[config.mk]
export PLATFORM = sky130hd
export DESIGN_NAME = protection_fault_priority_arbiter
export DESIGN_NICKNAME = d
export VERILOG_FILES = /design/src/design/arb_pkg.sv /design/src/design/delay_timer.sv /design/src/design/pin_sync3.sv /design/src/design/protection_fault_priority_arbiter.sv
export SDC_FILE = /design/constraint.sdc
export NUM_CORES = 1
export LEC_CHECK = 0
export ABC_CLOCK_PERIOD_IN_PS = 5400
export BUFFER_PORTS_ARGS = -buffer_cell sky130_fd_sc_hd__buf_2
export CAP_MARGIN = 20
export CORE_ASPECT_RATIO = 1.2
export CORE_UTILIZATION = 50
export DETAILED_ROUTE_END_ITERATION = 10
export GPL_TIMING_DRIVEN = 0
export PLACE_DENSITY_LB_ADDON = 0.08
export SYNTH_ARGS = -nofsm -noshare
export SYNTH_HDL_FRONTEND = slang
export SYNTH_SLANG_ARGS = --single-unit
export TNS_END_PERCENT = 10
[constraint.sdc]
create_clock -name i_clock -period 5.4 [get_ports i_clock]
set_clock_uncertainty 0.05 [all_clocks]
set_input_delay 0.54 -clock i_clock [delete_from_list [all_inputs] [get_ports i_clock]]
set_output_delay 0.54 -clock i_clock [all_outputs]
set_load 0.1 [all_outputs]
[src/design/arb_pkg.sv]
// Constants, timer indices, register map and carrier types of the protection arbiter.
// Assumes a 10 MHz core clock and a 32-bit Avalon-MM register bus.
package arb_pkg;

    // ==========================================================
    // Clock period (nanoseconds) and delay times (microseconds, rounded up to cycles)
    localparam int unsigned CLK_PERIOD_NS = 100;
    localparam int unsigned OVCHG_DET_US  = 1000000;
    localparam int unsigned OVCHG_RET_US  = 16000;
    localparam int unsigned OVDIS_DET_US  = 20000;
    localparam int unsigned OVDIS_RET_US  = 1000;
    localparam int unsigned OVCUR_DET_US  = 10000;
    localparam int unsigned CUR_RET_US    = 1000;
    localparam int unsigned SHORT_DET_US  = 250;
    localparam int unsigned CHGR_DET_US   = 8000;
    localparam int unsigned CHGR_RET_US   = 1000;

    localparam int unsigned TIMER_W = 24;
    localparam logic [23:0] OVCHG_DET_CYC =
        24'((OVCHG_DET_US * 1000 + CLK_PERIOD_NS - 1) / CLK_PERIOD_NS);
    localparam logic [23:0] OVCHG_RET_CYC =
        24'((OVCHG_RET_US * 1000 + CLK_PERIOD_NS - 1) / CLK_PERIOD_NS);
    localparam logic [23:0] OVDIS_DET_CYC =
        24'((OVDIS_DET_US * 1000 + CLK_PERIOD_NS - 1) / CLK_PERIOD_NS);
    localparam logic [23:0] OVDIS_RET_CYC =
        24'((OVDIS_RET_US * 1000 + CLK_PERIOD_NS - 1) / CLK_PERIOD_NS);
    localparam logic [23:0] OVCUR_DET_CYC =
        24'((OVCUR_DET_US * 1000 + CLK_PERIOD_NS - 1) / CLK_PERIOD_NS);
    localparam logic [23:0] CUR_RET_CYC =
        24'((CUR_RET_US * 1000 + CLK_PERIOD_NS - 1) / CLK_PERIOD_NS);
    localparam logic [23:0] SHORT_DET_CYC =
        24'((SHORT_DET_US * 1000 + CLK_PERIOD_NS - 1) / CLK_PERIOD_NS);
    localparam logic [23:0] CHGR_DET_CYC =
        24'((CHGR_DET_US * 1000 + CLK_PERIOD_NS - 1) / CLK_PERIOD_NS);
    localparam logic [23:0] CHGR_RET_CYC =
        24'((CHGR_RET_US * 1000 + CLK_PERIOD_NS - 1) / CLK_PERIOD_NS);

    // Shortening mode divides counted delays by two to this power
    localparam int unsigned SHORT_SHIFT = 4;

    // ==========================================================
    // Timer indices
    localparam int unsigned TI_OVCHG_DET = 0;
    localparam int unsigned TI_OVCHG_RET = 1;
    localparam int unsigned TI_OVDIS_DET = 2;
    localparam int unsigned TI_OVDIS_RET = 3;
    localparam int unsigned TI_OVCUR_DET = 4;
    localparam int unsigned TI_CUR_RET   = 5;
    localparam int unsigned TI_SHORT_DET = 6;
    localparam int unsigned TI_CHGR_DET  = 7;
    localparam int unsigned TI_CHGR_RET  = 8;
    localparam int unsigned NUM_TIMERS   = 9;

    // ==========================================================
    // Register map (byte offsets) and fields
    localparam logic [3:0] REG_STATUS    = 4'h0;
    localparam logic [3:0] REG_CLEAR     = 4'h4;
    localparam logic [3:0] REG_ENABLE    = 4'h8;
    localparam logic [3:0] REG_STATE     = 4'hC;
    localparam int unsigned EV_W         = 6;
    localparam int unsigned EV_STANDBY   = 5;
    localparam logic [5:0] STATUS_RESET  = 6'h00;
    localparam logic [5:0] ENABLE_RESET  = 6'h00;
    localparam int unsigned SYNC_W       = 7;

    // ==========================================================
    // Types
    typedef struct packed {
        logic charger;
        logic short_c;
        logic ovcur;
        logic ovdis;
        logic ovchg;
    } det_flags_type;

    localparam det_flags_type DET_RESET = '0;

    typedef enum logic [1:0] {
        TERM_OPEN = 2'h0,
        TERM_UP   = 2'h1,
        TERM_DOWN = 2'h2
    } term_type;

    typedef enum logic [1:0] {
        BUS_IDLE = 2'h0,
        BUS_ACK  = 2'h1
    } bus_state_type;

endpackage

[src/design/delay_timer.sv]
// Delay counter: counts while armed, clears when disarmed.
// Assumes the limit is stable while armed.
module delay_timer #(
    parameter int unsigned WIDTH = 24
) (
    // Clock and reset
    input  wire logic             i_clock,
    input  wire logic             i_rst_n,
    // Control
    input  wire logic             i_arm,
    input  wire logic [WIDTH-1:0] i_limit,
    output logic                  o_done
);

    logic [WIDTH-1:0] count_r;

    always_ff @(posedge i_clock or negedge i_rst_n)
    begin
        if (!i_rst_n)
            count_r <= '0;
        else if (!i_arm)
            count_r <= '0;
        else if (count_r < i_limit)
            count_r <= count_r + 1'b1;
    end

    assign o_done = i_arm && (count_r >= i_limit);

endmodule // delay_timer

[src/design/pin_sync3.sv]
// Three-stage synchroniser for comparator and strap inputs.
// Assumes asynchronous inputs; output changes once stages two and three agree.
module pin_sync3 #(
    parameter int unsigned WIDTH = 1
) (
    // Clock and reset
    input  wire logic             i_clock,
    input  wire logic             i_rst_n,
    // Data
    input  wire logic [WIDTH-1:0] i_async,
    output logic      [WIDTH-1:0] o_level
);

    logic [WIDTH-1:0] meta_r;
    logic [WIDTH-1:0] s2_r;
    logic [WIDTH-1:0] s3_r;

    always_ff @(posedge i_clock or negedge i_rst_n)
    begin
        if (!i_rst_n)
        begin
            meta_r <= '0;
            s2_r   <= '0;
            s3_r   <= '0;
        end
        else
        begin
            meta_r <= i_async;
            s2_r   <= meta_r;
            s3_r   <= s2_r;
        end
    end

    // Agreement filter keeps single-cycle glitches out
    always_ff @(posedge i_clock or negedge i_rst_n)
    begin
        if (!i_rst_n)
            o_level <= '0;
        else
            o_level <= (s2_r & s3_r) | (o_level & (s2_r | s3_r));
    end

endmodule // pin_sync3

[src/design/protection_fault_priority_arbiter.sv]
// Detection priority arbiter of a two-cell protection controller.
// Assumes comparator flags arrive unsynchronised; registers on Avalon-MM.
// Notes on behaviour
// Over-charge outranks over-discharge; discharge restarts later
// Over-charge first leaves sense node open
// Discharge after over-charge: no standby, pull-up
// Over-charge counting unaffected by over-current
// Over-charge first aborts pending over-current
// Over-current first selects pull-down return path
// New over-charge interrupts over-discharge counting
// Over-discharge proceeds though over-current came first
// Over-discharge first aborts pending over-current
// Over-discharge detected: pull-up and enter standby
// Short-circuit detection runs fully independent
// Over-charger waits until discharge faults return
// Confirmed over-charge drives charge gate low
// Shorten select cuts every counted delay but the short-circuit delay
// Decisions update outputs in one cycle
// Interrupted detection restarts its full delay
module protection_fault_priority_arbiter #(
    parameter logic [23:0] P_OVCHG_DET = arb_pkg::OVCHG_DET_CYC,
    parameter logic [23:0] P_OVCHG_RET = arb_pkg::OVCHG_RET_CYC,
    parameter logic [23:0] P_OVDIS_DET = arb_pkg::OVDIS_DET_CYC,
    parameter logic [23:0] P_OVDIS_RET = arb_pkg::OVDIS_RET_CYC,
    parameter logic [23:0] P_OVCUR_DET = arb_pkg::OVCUR_DET_CYC,
    parameter logic [23:0] P_CUR_RET   = arb_pkg::CUR_RET_CYC,
    parameter logic [23:0] P_CHGR_DET  = arb_pkg::CHGR_DET_CYC,
    parameter logic [23:0] P_CHGR_RET  = arb_pkg::CHGR_RET_CYC
) (
    // Clock and reset
    input  wire logic        i_clock,
    input  wire logic        i_rst_n,
    // Comparator flags and straps
    input  wire logic        i_ovchg_cmp,
    input  wire logic        i_ovdis_cmp,
    input  wire logic        i_ovcur_cmp,
    input  wire logic        i_short_cmp,
    input  wire logic        i_charger_cmp,
    input  wire logic        i_sbret_cmp,
    input  wire logic        i_shorten_sel,
    // Gate and sense node control
    output logic             o_charge_gate,
    output logic             o_discharge_gate,
    output logic             o_pull_up_sel,
    output logic             o_pull_down_sel,
    output logic             o_standby,
    // Avalon-MM slave
    input  wire logic [3:0]  i_address,
    input  wire logic        i_read,
    input  wire logic        i_write,
    input  wire logic [31:0] i_writedata,
    input  wire logic [3:0]  i_byteenable,
    output logic      [31:0] o_readdata,
    output logic             o_waitrequest,
    // Interrupt
    output logic             o_irq
);

    // ==========================================================
    // Input synchronisation
    logic [arb_pkg::SYNC_W-1:0] sync_lvl;
    arb_pkg::det_flags_type     cond;
    logic                       sbret;
    logic                       shorten;

    pin_sync3 #(
        .WIDTH (arb_pkg::SYNC_W)
    ) u_sync (
        .i_clock (i_clock),
        .i_rst_n (i_rst_n),
        .i_async ({i_shorten_sel, i_sbret_cmp, i_charger_cmp, i_short_cmp,
                   i_ovcur_cmp, i_ovdis_cmp, i_ovchg_cmp}),
        .o_level (sync_lvl)
    );

    assign cond    = arb_pkg::det_flags_type'(sync_lvl[4:0]);
    assign sbret   = sync_lvl[5];
    assign shorten = sync_lvl[6];

    // ==========================================================
    // Delay timers
    logic [arb_pkg::NUM_TIMERS-1:0] arm;
    logic [arb_pkg::NUM_TIMERS-1:0] done;
    logic [23:0]                    limit [arb_pkg::NUM_TIMERS];

    function automatic logic [23:0] shrink(input logic [23:0] v, input logic s);
        shrink = s ? (v >> arb_pkg::SHORT_SHIFT) : v;
    endfunction

    always_comb
    begin
        limit[arb_pkg::TI_OVCHG_DET] = shrink(P_OVCHG_DET, shorten);
        limit[arb_pkg::TI_OVCHG_RET] = shrink(P_OVCHG_RET, shorten);
        limit[arb_pkg::TI_OVDIS_DET] = shrink(P_OVDIS_DET, shorten);
        limit[arb_pkg::TI_OVDIS_RET] = shrink(P_OVDIS_RET, shorten);
        limit[arb_pkg::TI_OVCUR_DET] = shrink(P_OVCUR_DET, shorten);
        limit[arb_pkg::TI_CUR_RET]   = shrink(P_CUR_RET, shorten);
        // Short-circuit delay is not counter-set, so shortening skips it
        limit[arb_pkg::TI_SHORT_DET] = arb_pkg::SHORT_DET_CYC;
        limit[arb_pkg::TI_CHGR_DET]  = shrink(P_CHGR_DET, shorten);
        limit[arb_pkg::TI_CHGR_RET]  = shrink(P_CHGR_RET, shorten);
    end

    // Disarming clears a timer, so a resumed detection counts in full
    for (genvar g = 0; g < arb_pkg::NUM_TIMERS; g++)
    begin : g_timer
        delay_timer #(
            .WIDTH (arb_pkg::TIMER_W)
        ) u_timer (
            .i_clock (i_clock),
            .i_rst_n (i_rst_n),
            .i_arm   (arm[g]),
            .i_limit (limit[g]),
            .o_done  (done[g])
        );
    end

    // ==========================================================
    // Arbitration
    arb_pkg::det_flags_type det_r;
    arb_pkg::det_flags_type det_nxt;
    logic                   standby_r;
    logic                   standby_nxt;
    logic                   chg_first_r;
    logic                   chg_first_nxt;
    logic                   cur_lead_r;
    logic                   cur_lead_nxt;
    arb_pkg::term_type      term_nxt;
    logic                   ovchg_pend;
    logic                   ovchg_busy;
    logic                   ovdis_busy;
    logic                   dis_fault;

    assign ovchg_pend = cond.ovchg && !det_r.ovchg;
    assign ovchg_busy = cond.ovchg || det_r.ovchg;
    assign ovdis_busy = cond.ovdis || det_r.ovdis;
    assign dis_fault  = det_r.ovdis || det_r.ovcur || det_r.short_c;

    always_comb
    begin
        arm = '0;
        arm[arb_pkg::TI_OVCHG_DET] = cond.ovchg && !det_r.ovchg;
        arm[arb_pkg::TI_OVCHG_RET] = det_r.ovchg && !cond.ovchg;
        // Pending over-charge holds off and resets discharge counting
        arm[arb_pkg::TI_OVDIS_DET] = cond.ovdis && !det_r.ovdis
                                     && !ovchg_pend;
        arm[arb_pkg::TI_OVDIS_RET] = det_r.ovdis && !standby_r && !cond.ovdis;
        arm[arb_pkg::TI_OVCUR_DET] = cond.ovcur && !det_r.ovcur && !det_r.ovdis
                                     && (cur_lead_r
                                         || (!ovchg_busy && !ovdis_busy));
        arm[arb_pkg::TI_CUR_RET]   = (det_r.ovcur || det_r.short_c)
                                     && !cond.ovcur && !cond.short_c;
        arm[arb_pkg::TI_SHORT_DET] = cond.short_c && !det_r.short_c;
        arm[arb_pkg::TI_CHGR_DET]  = cond.charger && !det_r.charger
                                     && !dis_fault;
        arm[arb_pkg::TI_CHGR_RET]  = det_r.charger && !cond.charger;
    end

    // Over-current leads only if it began before both cell faults
    assign cur_lead_nxt = cond.ovcur
                          && (cur_lead_r || (!ovchg_busy && !ovdis_busy));

    always_comb
    begin
        det_nxt = det_r;
        if (done[arb_pkg::TI_OVCHG_DET])
            det_nxt.ovchg = 1'b1;
        else if (done[arb_pkg::TI_OVCHG_RET])
            det_nxt.ovchg = 1'b0;
        if (done[arb_pkg::TI_OVDIS_DET])
            det_nxt.ovdis = 1'b1;
        else if (done[arb_pkg::TI_OVDIS_RET])
            det_nxt.ovdis = 1'b0;
        if (done[arb_pkg::TI_OVCUR_DET])
            det_nxt.ovcur = 1'b1;
        else if (done[arb_pkg::TI_CUR_RET])
            det_nxt.ovcur = 1'b0;
        if (done[arb_pkg::TI_SHORT_DET])
            det_nxt.short_c = 1'b1;
        else if (done[arb_pkg::TI_CUR_RET])
            det_nxt.short_c = 1'b0;
        if (done[arb_pkg::TI_CHGR_DET])
            det_nxt.charger = 1'b1;
        else if (done[arb_pkg::TI_CHGR_RET])
            det_nxt.charger = 1'b0;
    end

    always_comb
    begin
        standby_nxt = standby_r;
        if (done[arb_pkg::TI_OVDIS_DET] && !det_r.ovchg)
            standby_nxt = 1'b1;
        else if (sbret || !det_r.ovdis)
            standby_nxt = 1'b0;
    end

    always_comb
    begin
        chg_first_nxt = chg_first_r;
        if (done[arb_pkg::TI_OVCHG_DET])
            chg_first_nxt = !(det_r.ovcur || det_r.short_c);
        else if (!det_r.ovchg)
            chg_first_nxt = 1'b0;
    end

    always_comb
    begin
        if (det_nxt.ovdis)
            term_nxt = arb_pkg::TERM_UP;
        else if ((det_nxt.ovcur || det_nxt.short_c)
                 && !(det_nxt.ovchg && chg_first_nxt))
            term_nxt = arb_pkg::TERM_DOWN;
        else
            term_nxt = arb_pkg::TERM_OPEN;
    end

    always_ff @(posedge i_clock or negedge i_rst_n)
    begin
        if (!i_rst_n)
        begin
            det_r       <= arb_pkg::DET_RESET;
            standby_r   <= 1'b0;
            chg_first_r <= 1'b0;
            cur_lead_r  <= 1'b0;
        end
        else
        begin
            det_r       <= det_nxt;
            standby_r   <= standby_nxt;
            chg_first_r <= chg_first_nxt;
            cur_lead_r  <= cur_lead_nxt;
        end
    end

    // Outputs load from the next state, so they move with the decision
    always_ff @(posedge i_clock or negedge i_rst_n)
    begin
        if (!i_rst_n)
        begin
            o_charge_gate    <= 1'b1;
            o_discharge_gate <= 1'b1;
            o_pull_up_sel    <= 1'b0;
            o_pull_down_sel  <= 1'b0;
            o_standby        <= 1'b0;
        end
        else
        begin
            o_charge_gate    <= !(det_nxt.ovchg || det_nxt.charger);
            o_discharge_gate <= !(det_nxt.ovdis || det_nxt.ovcur
                                  || det_nxt.short_c);
            o_pull_up_sel    <= (term_nxt == arb_pkg::TERM_UP);
            o_pull_down_sel  <= (term_nxt == arb_pkg::TERM_DOWN);
            o_standby        <= standby_nxt;
        end
    end

    // ==========================================================
    // Bus slave
    arb_pkg::bus_state_type bus_state_r;
    logic [31:0]            rd_mux;
    logic                   wr_take;
    logic [arb_pkg::EV_W-1:0] status_r;
    logic [arb_pkg::EV_W-1:0] status_nxt;
    logic [arb_pkg::EV_W-1:0] enable_r;
    logic [arb_pkg::EV_W-1:0] enable_nxt;
    logic [arb_pkg::EV_W-1:0] clr_mask;
    logic [arb_pkg::EV_W-1:0] events;

    // Write lands at the edge where the master sees waitrequest low
    assign wr_take = (bus_state_r == arb_pkg::BUS_ACK) && i_write && i_byteenable[0];

    always_ff @(posedge i_clock or negedge i_rst_n)
    begin
        if (!i_rst_n)
        begin
            bus_state_r   <= arb_pkg::BUS_IDLE;
            o_waitrequest <= 1'b1;
            o_readdata    <= 32'h0000_0000;
        end
        else
        begin
            case (bus_state_r)
                arb_pkg::BUS_IDLE:
                begin
                    if (i_read || i_write)
                    begin
                        bus_state_r   <= arb_pkg::BUS_ACK;
                        o_waitrequest <= 1'b0;
                        o_readdata    <= i_read ? rd_mux : 32'h0000_0000;
                    end
                end
                arb_pkg::BUS_ACK:
                begin
                    bus_state_r   <= arb_pkg::BUS_IDLE;
                    o_waitrequest <= 1'b1;
                end
                default:
                begin
                    bus_state_r   <= arb_pkg::BUS_IDLE;
                    o_waitrequest <= 1'b1;
                end
            endcase
        end
    end

    always_comb
    begin
        case ({i_address[3:2], 2'b00})
            arb_pkg::REG_STATUS: rd_mux = 32'(status_r);
            arb_pkg::REG_ENABLE: rd_mux = 32'(enable_r);
            arb_pkg::REG_STATE:  rd_mux = 32'({shorten, sbret, term_nxt, standby_r, det_r});
            default:             rd_mux = 32'h0000_0000;
        endcase
    end

    // ==========================================================
    // Interrupts
    assign events = {standby_nxt && !standby_r, det_nxt & ~det_r};
    assign clr_mask = (wr_take && i_address[3:2] == arb_pkg::REG_CLEAR[3:2])
                      ? i_writedata[arb_pkg::EV_W-1:0] : '0;
    // A new event in the clearing cycle survives
    assign status_nxt = (status_r & ~clr_mask) | events;
    assign enable_nxt = (wr_take && i_address[3:2] == arb_pkg::REG_ENABLE[3:2])
                        ? i_writedata[arb_pkg::EV_W-1:0] : enable_r;

    always_ff @(posedge i_clock or negedge i_rst_n)
    begin
        if (!i_rst_n)
        begin
            status_r <= arb_pkg::STATUS_RESET;
            enable_r <= arb_pkg::ENABLE_RESET;
            o_irq    <= 1'b0;
        end
        else
        begin
            status_r <= status_nxt;
            enable_r <= enable_nxt;
            o_irq    <= |(status_nxt & enable_nxt);
        end
    end

endmodule // protection_fault_priority_arbiter

==> metrics.txt <==
outcome finished, final reports clean; Reg2Reg Launch Point u_sync.o_level[6]; DR DRC count 0; ANT cells 0; unrepaired setup endpoints after global routing false; vias 10,100; global-route wire length before repair 49,200 um; post-layout total power slightly below 5000 uW; Core ar. 0.0274 sq mm; CTS tree yes; die height 186 um; die width 155 um; CP max FO 17; fin crit period 3760 ps; filler instances 2,378; H-tree Lvls 1; TritonCTS buffer count 30; Area Growth Syn to Fin 13.8%; worst-path cell chain inv_1 -> buf_16 -> ha_1 -> a31o_2 -> a221o_1 -> a2111oi_2 -> nand2_1 -> or3_1 -> a21oi_1; slew margin rel. 0.297; FP Rows 66; Routed Antenna Nets 0; CP max stage cell a2111oi_2; synth cell count leaders dfrtp_1, nor2_1, nand2_1; Fin. Hold Viols 0; Hold Buf Count CTS 1; final WL 28,500 um; port bufs 36; GPL Wtd Cong 0.801; final-stage net count 1,604; Hold Path Depth 1; die footprint 0.0289 sq mm; Peak VDD IR 0.000242 V; pwr/cell area 305 mW/mm^2; area leader, netlist dfrtp_1; Crit path required time 5810 ps; Critical Path AT 4180 ps; vias in the first global route 10,000; Max stage delay on crit path 800 ps; drt pass-1 iters 4; setup TNS 0 ps; flop and latch count out of synthesis 281; critical path class reg2reg; gr usage total 0.207; largest net degree at the start of global routing 111; post_cts resized 0; Hold Crit Start i_ovdis_cmp; async set-reset flop share out of synthesis 1.00; Syn Inst Count between 1,000 and 1,500; fin crit share 0.697; top cells by area, synth dfrtp_1, ha_1, nor2_1; initial antenna violation count 0; Root Driver clkbuf_16; Worst Max-Slew Pin Slew 1040 ps; Hold Path End u_sync.meta_r[1]; final setup vio count 0; Synth warnings 0; routed len/inst 15.2 um; Max Slew Vio Count 0; Initial Util 0.514; Avg Cell Area, Syn 10.2 sq um; FF-to-FF path depth 9; Syn Std Cell Area approximately 0.014 sq mm; Crit Reg-Reg Endpoint g_timer[4].u_timer.count_r[12]; total of max-cap violations 0; CTS Sinks 281; share of post-route cells with drive strength above 1 0.0961; Hold Path Class in2reg; Lkg Pwr approximately 0.0074 uW; grt total ovfl 0; IO Count 90; reg2reg setup slack 1640 ps; Netlist cell types 77; fmax 266 MHz; Worst-Skew Late Latency between 500 and 600 ps; count leader, synth dfrtp_1; final worst hold slack about 49 ps; Avg Vias per Cell approximately 5.4; Clock Pin Slew Worst Setup and Hold Paths 60 ps; detailed placer's ending HPWL 19,600 um; number of synthesized flops with an enable pin 0; crit start category register; Post-CTS Setup Bufs 0; top cell type's share of synthesized area 0.493; Iteration-0 DRC Markers 430; Max Root-Sink Buffers 3; sequential fraction of the synthesis area 0.499; crit path capture type register; Most used DFF post-synth dfrtp_1
[cells by family after synthesis]
kind of cell               after synthesis  synth area share
other                                    1          0.000266
muxes                                   16            0.0118
buffers and inverters                   94            0.0310
adders and majority gates               83            0.0724
AOI/OAI and AO/OA                      161            0.0805
and+or+nand+nor                        623             0.229
xor gates and xnor gates               122            0.0758
DFF                                    281             0.499
[flip-flops by register name, indices dropped and copies added (netlist names), 5 cells and up]
name                     cells
u_sync.s2_r                  7
u_sync.meta_r                7
u_sync.s3_r                  7
status_r                     6
u_sync.o_level               7
g_timer.u_timer.count_r    216
det_r                        5
o_readdata                  10
enable_r                     6
[per-stage QoR]
stage | worst slack, ps | utilization | cells | area (sq um)
after CTS | 1630 | 0.585 | 1871 | 16000
after global routing | 1320 | 0.585 | 1873 | 16000
after detailed placement | 1650 | 0.545 | 1816 | 14900
after floorplan | 1320 | - | 1402 | 14200
after global placement | -1470 | 0.541 | 1812 | 14800
final | 1640 | 0.585 | 1873 | 16000
[cell type report]
class | instances | area, sq um | area share
Inverter | 37 | 139 | 0.00866
Multi-Input combinational cell | 1027 | 6710 | 0.418
Timing Repair Buffer | 43 | 313 | 0.0195
Clock buffer | 47 | 946 | 0.0590
Tap cell | 374 | 468 | 0.0292
Clock inverter | 7 | 140 | 0.00873
Buffer | 57 | 298 | 0.0186
Sequential cell | 281 | 7040 | 0.439
[worst max-delay path, delay by kind of cell, from the launching register on]
family          cells  cell delay (ps)
flops               1              550
compound gates      4             1590
simple gates        2              640
buf+inv             2              540
fa+ha+maj           1              320
[metal layers]
| layer | GRT usage | share of wire | vias up |
|---|---|---|---|
| met5 | 0 | 0 | - |
| met4 | 0.0525 | 0.019 | 0 |
| met3 | 0.0219 | 0.029 | 42 |
| met2 | 0.342 | 0.47 | 129 |
| met1 | 0.292 | 0.49 | 4879 |
| li1 | - | - | 5046 |
[how the worst max path moves through the flow]
| stage | from | end | cells past startpoint |
|---|---|---|---|
| 2_1_floorplan | u_sync.o_level[6] | g_timer[4].u_timer.count_r[12] | 8 |
| 3_3_place_gp | i_rst_n | g_timer[2].u_timer.count_r[1] | 1 |
| 3_5_place_dp | u_sync.o_level[6] | g_timer[4].u_timer.count_r[12] | 9 |
| 4_1_cts | u_sync.o_level[6] | g_timer[4].u_timer.count_r[12] | 9 |
| 5_1_grt | u_sync.o_level[6] | o_irq | 10 |
| 6_report | u_sync.o_level[6] | g_timer[4].u_timer.count_r[12] | 9 |
[cell usage in the layout, fill, tap and decap left out, types with 37 or more instances in the layout]
cell type	synthesis	layout
o21ai_0	37	37
nand2_1	101	101
nand3_1	41	41
xor2_1	70	70
and3_1	41	41
nand4_1	44	44
and2_1	47	47
ha_1	76	76
inv_1	37	37
xnor2_1	52	52
nor2_1	190	190
dfrtp_1	278	277
[where the power goes]
group	internal [uW]	switching [uW]	leakage [uW]	total (uW)
combinational	128	340	0.00310	467
sequential	2170	45.3	0.00381	2210
clock	1380	823	0.000528	2210
(Power assumes the default switching activity.)
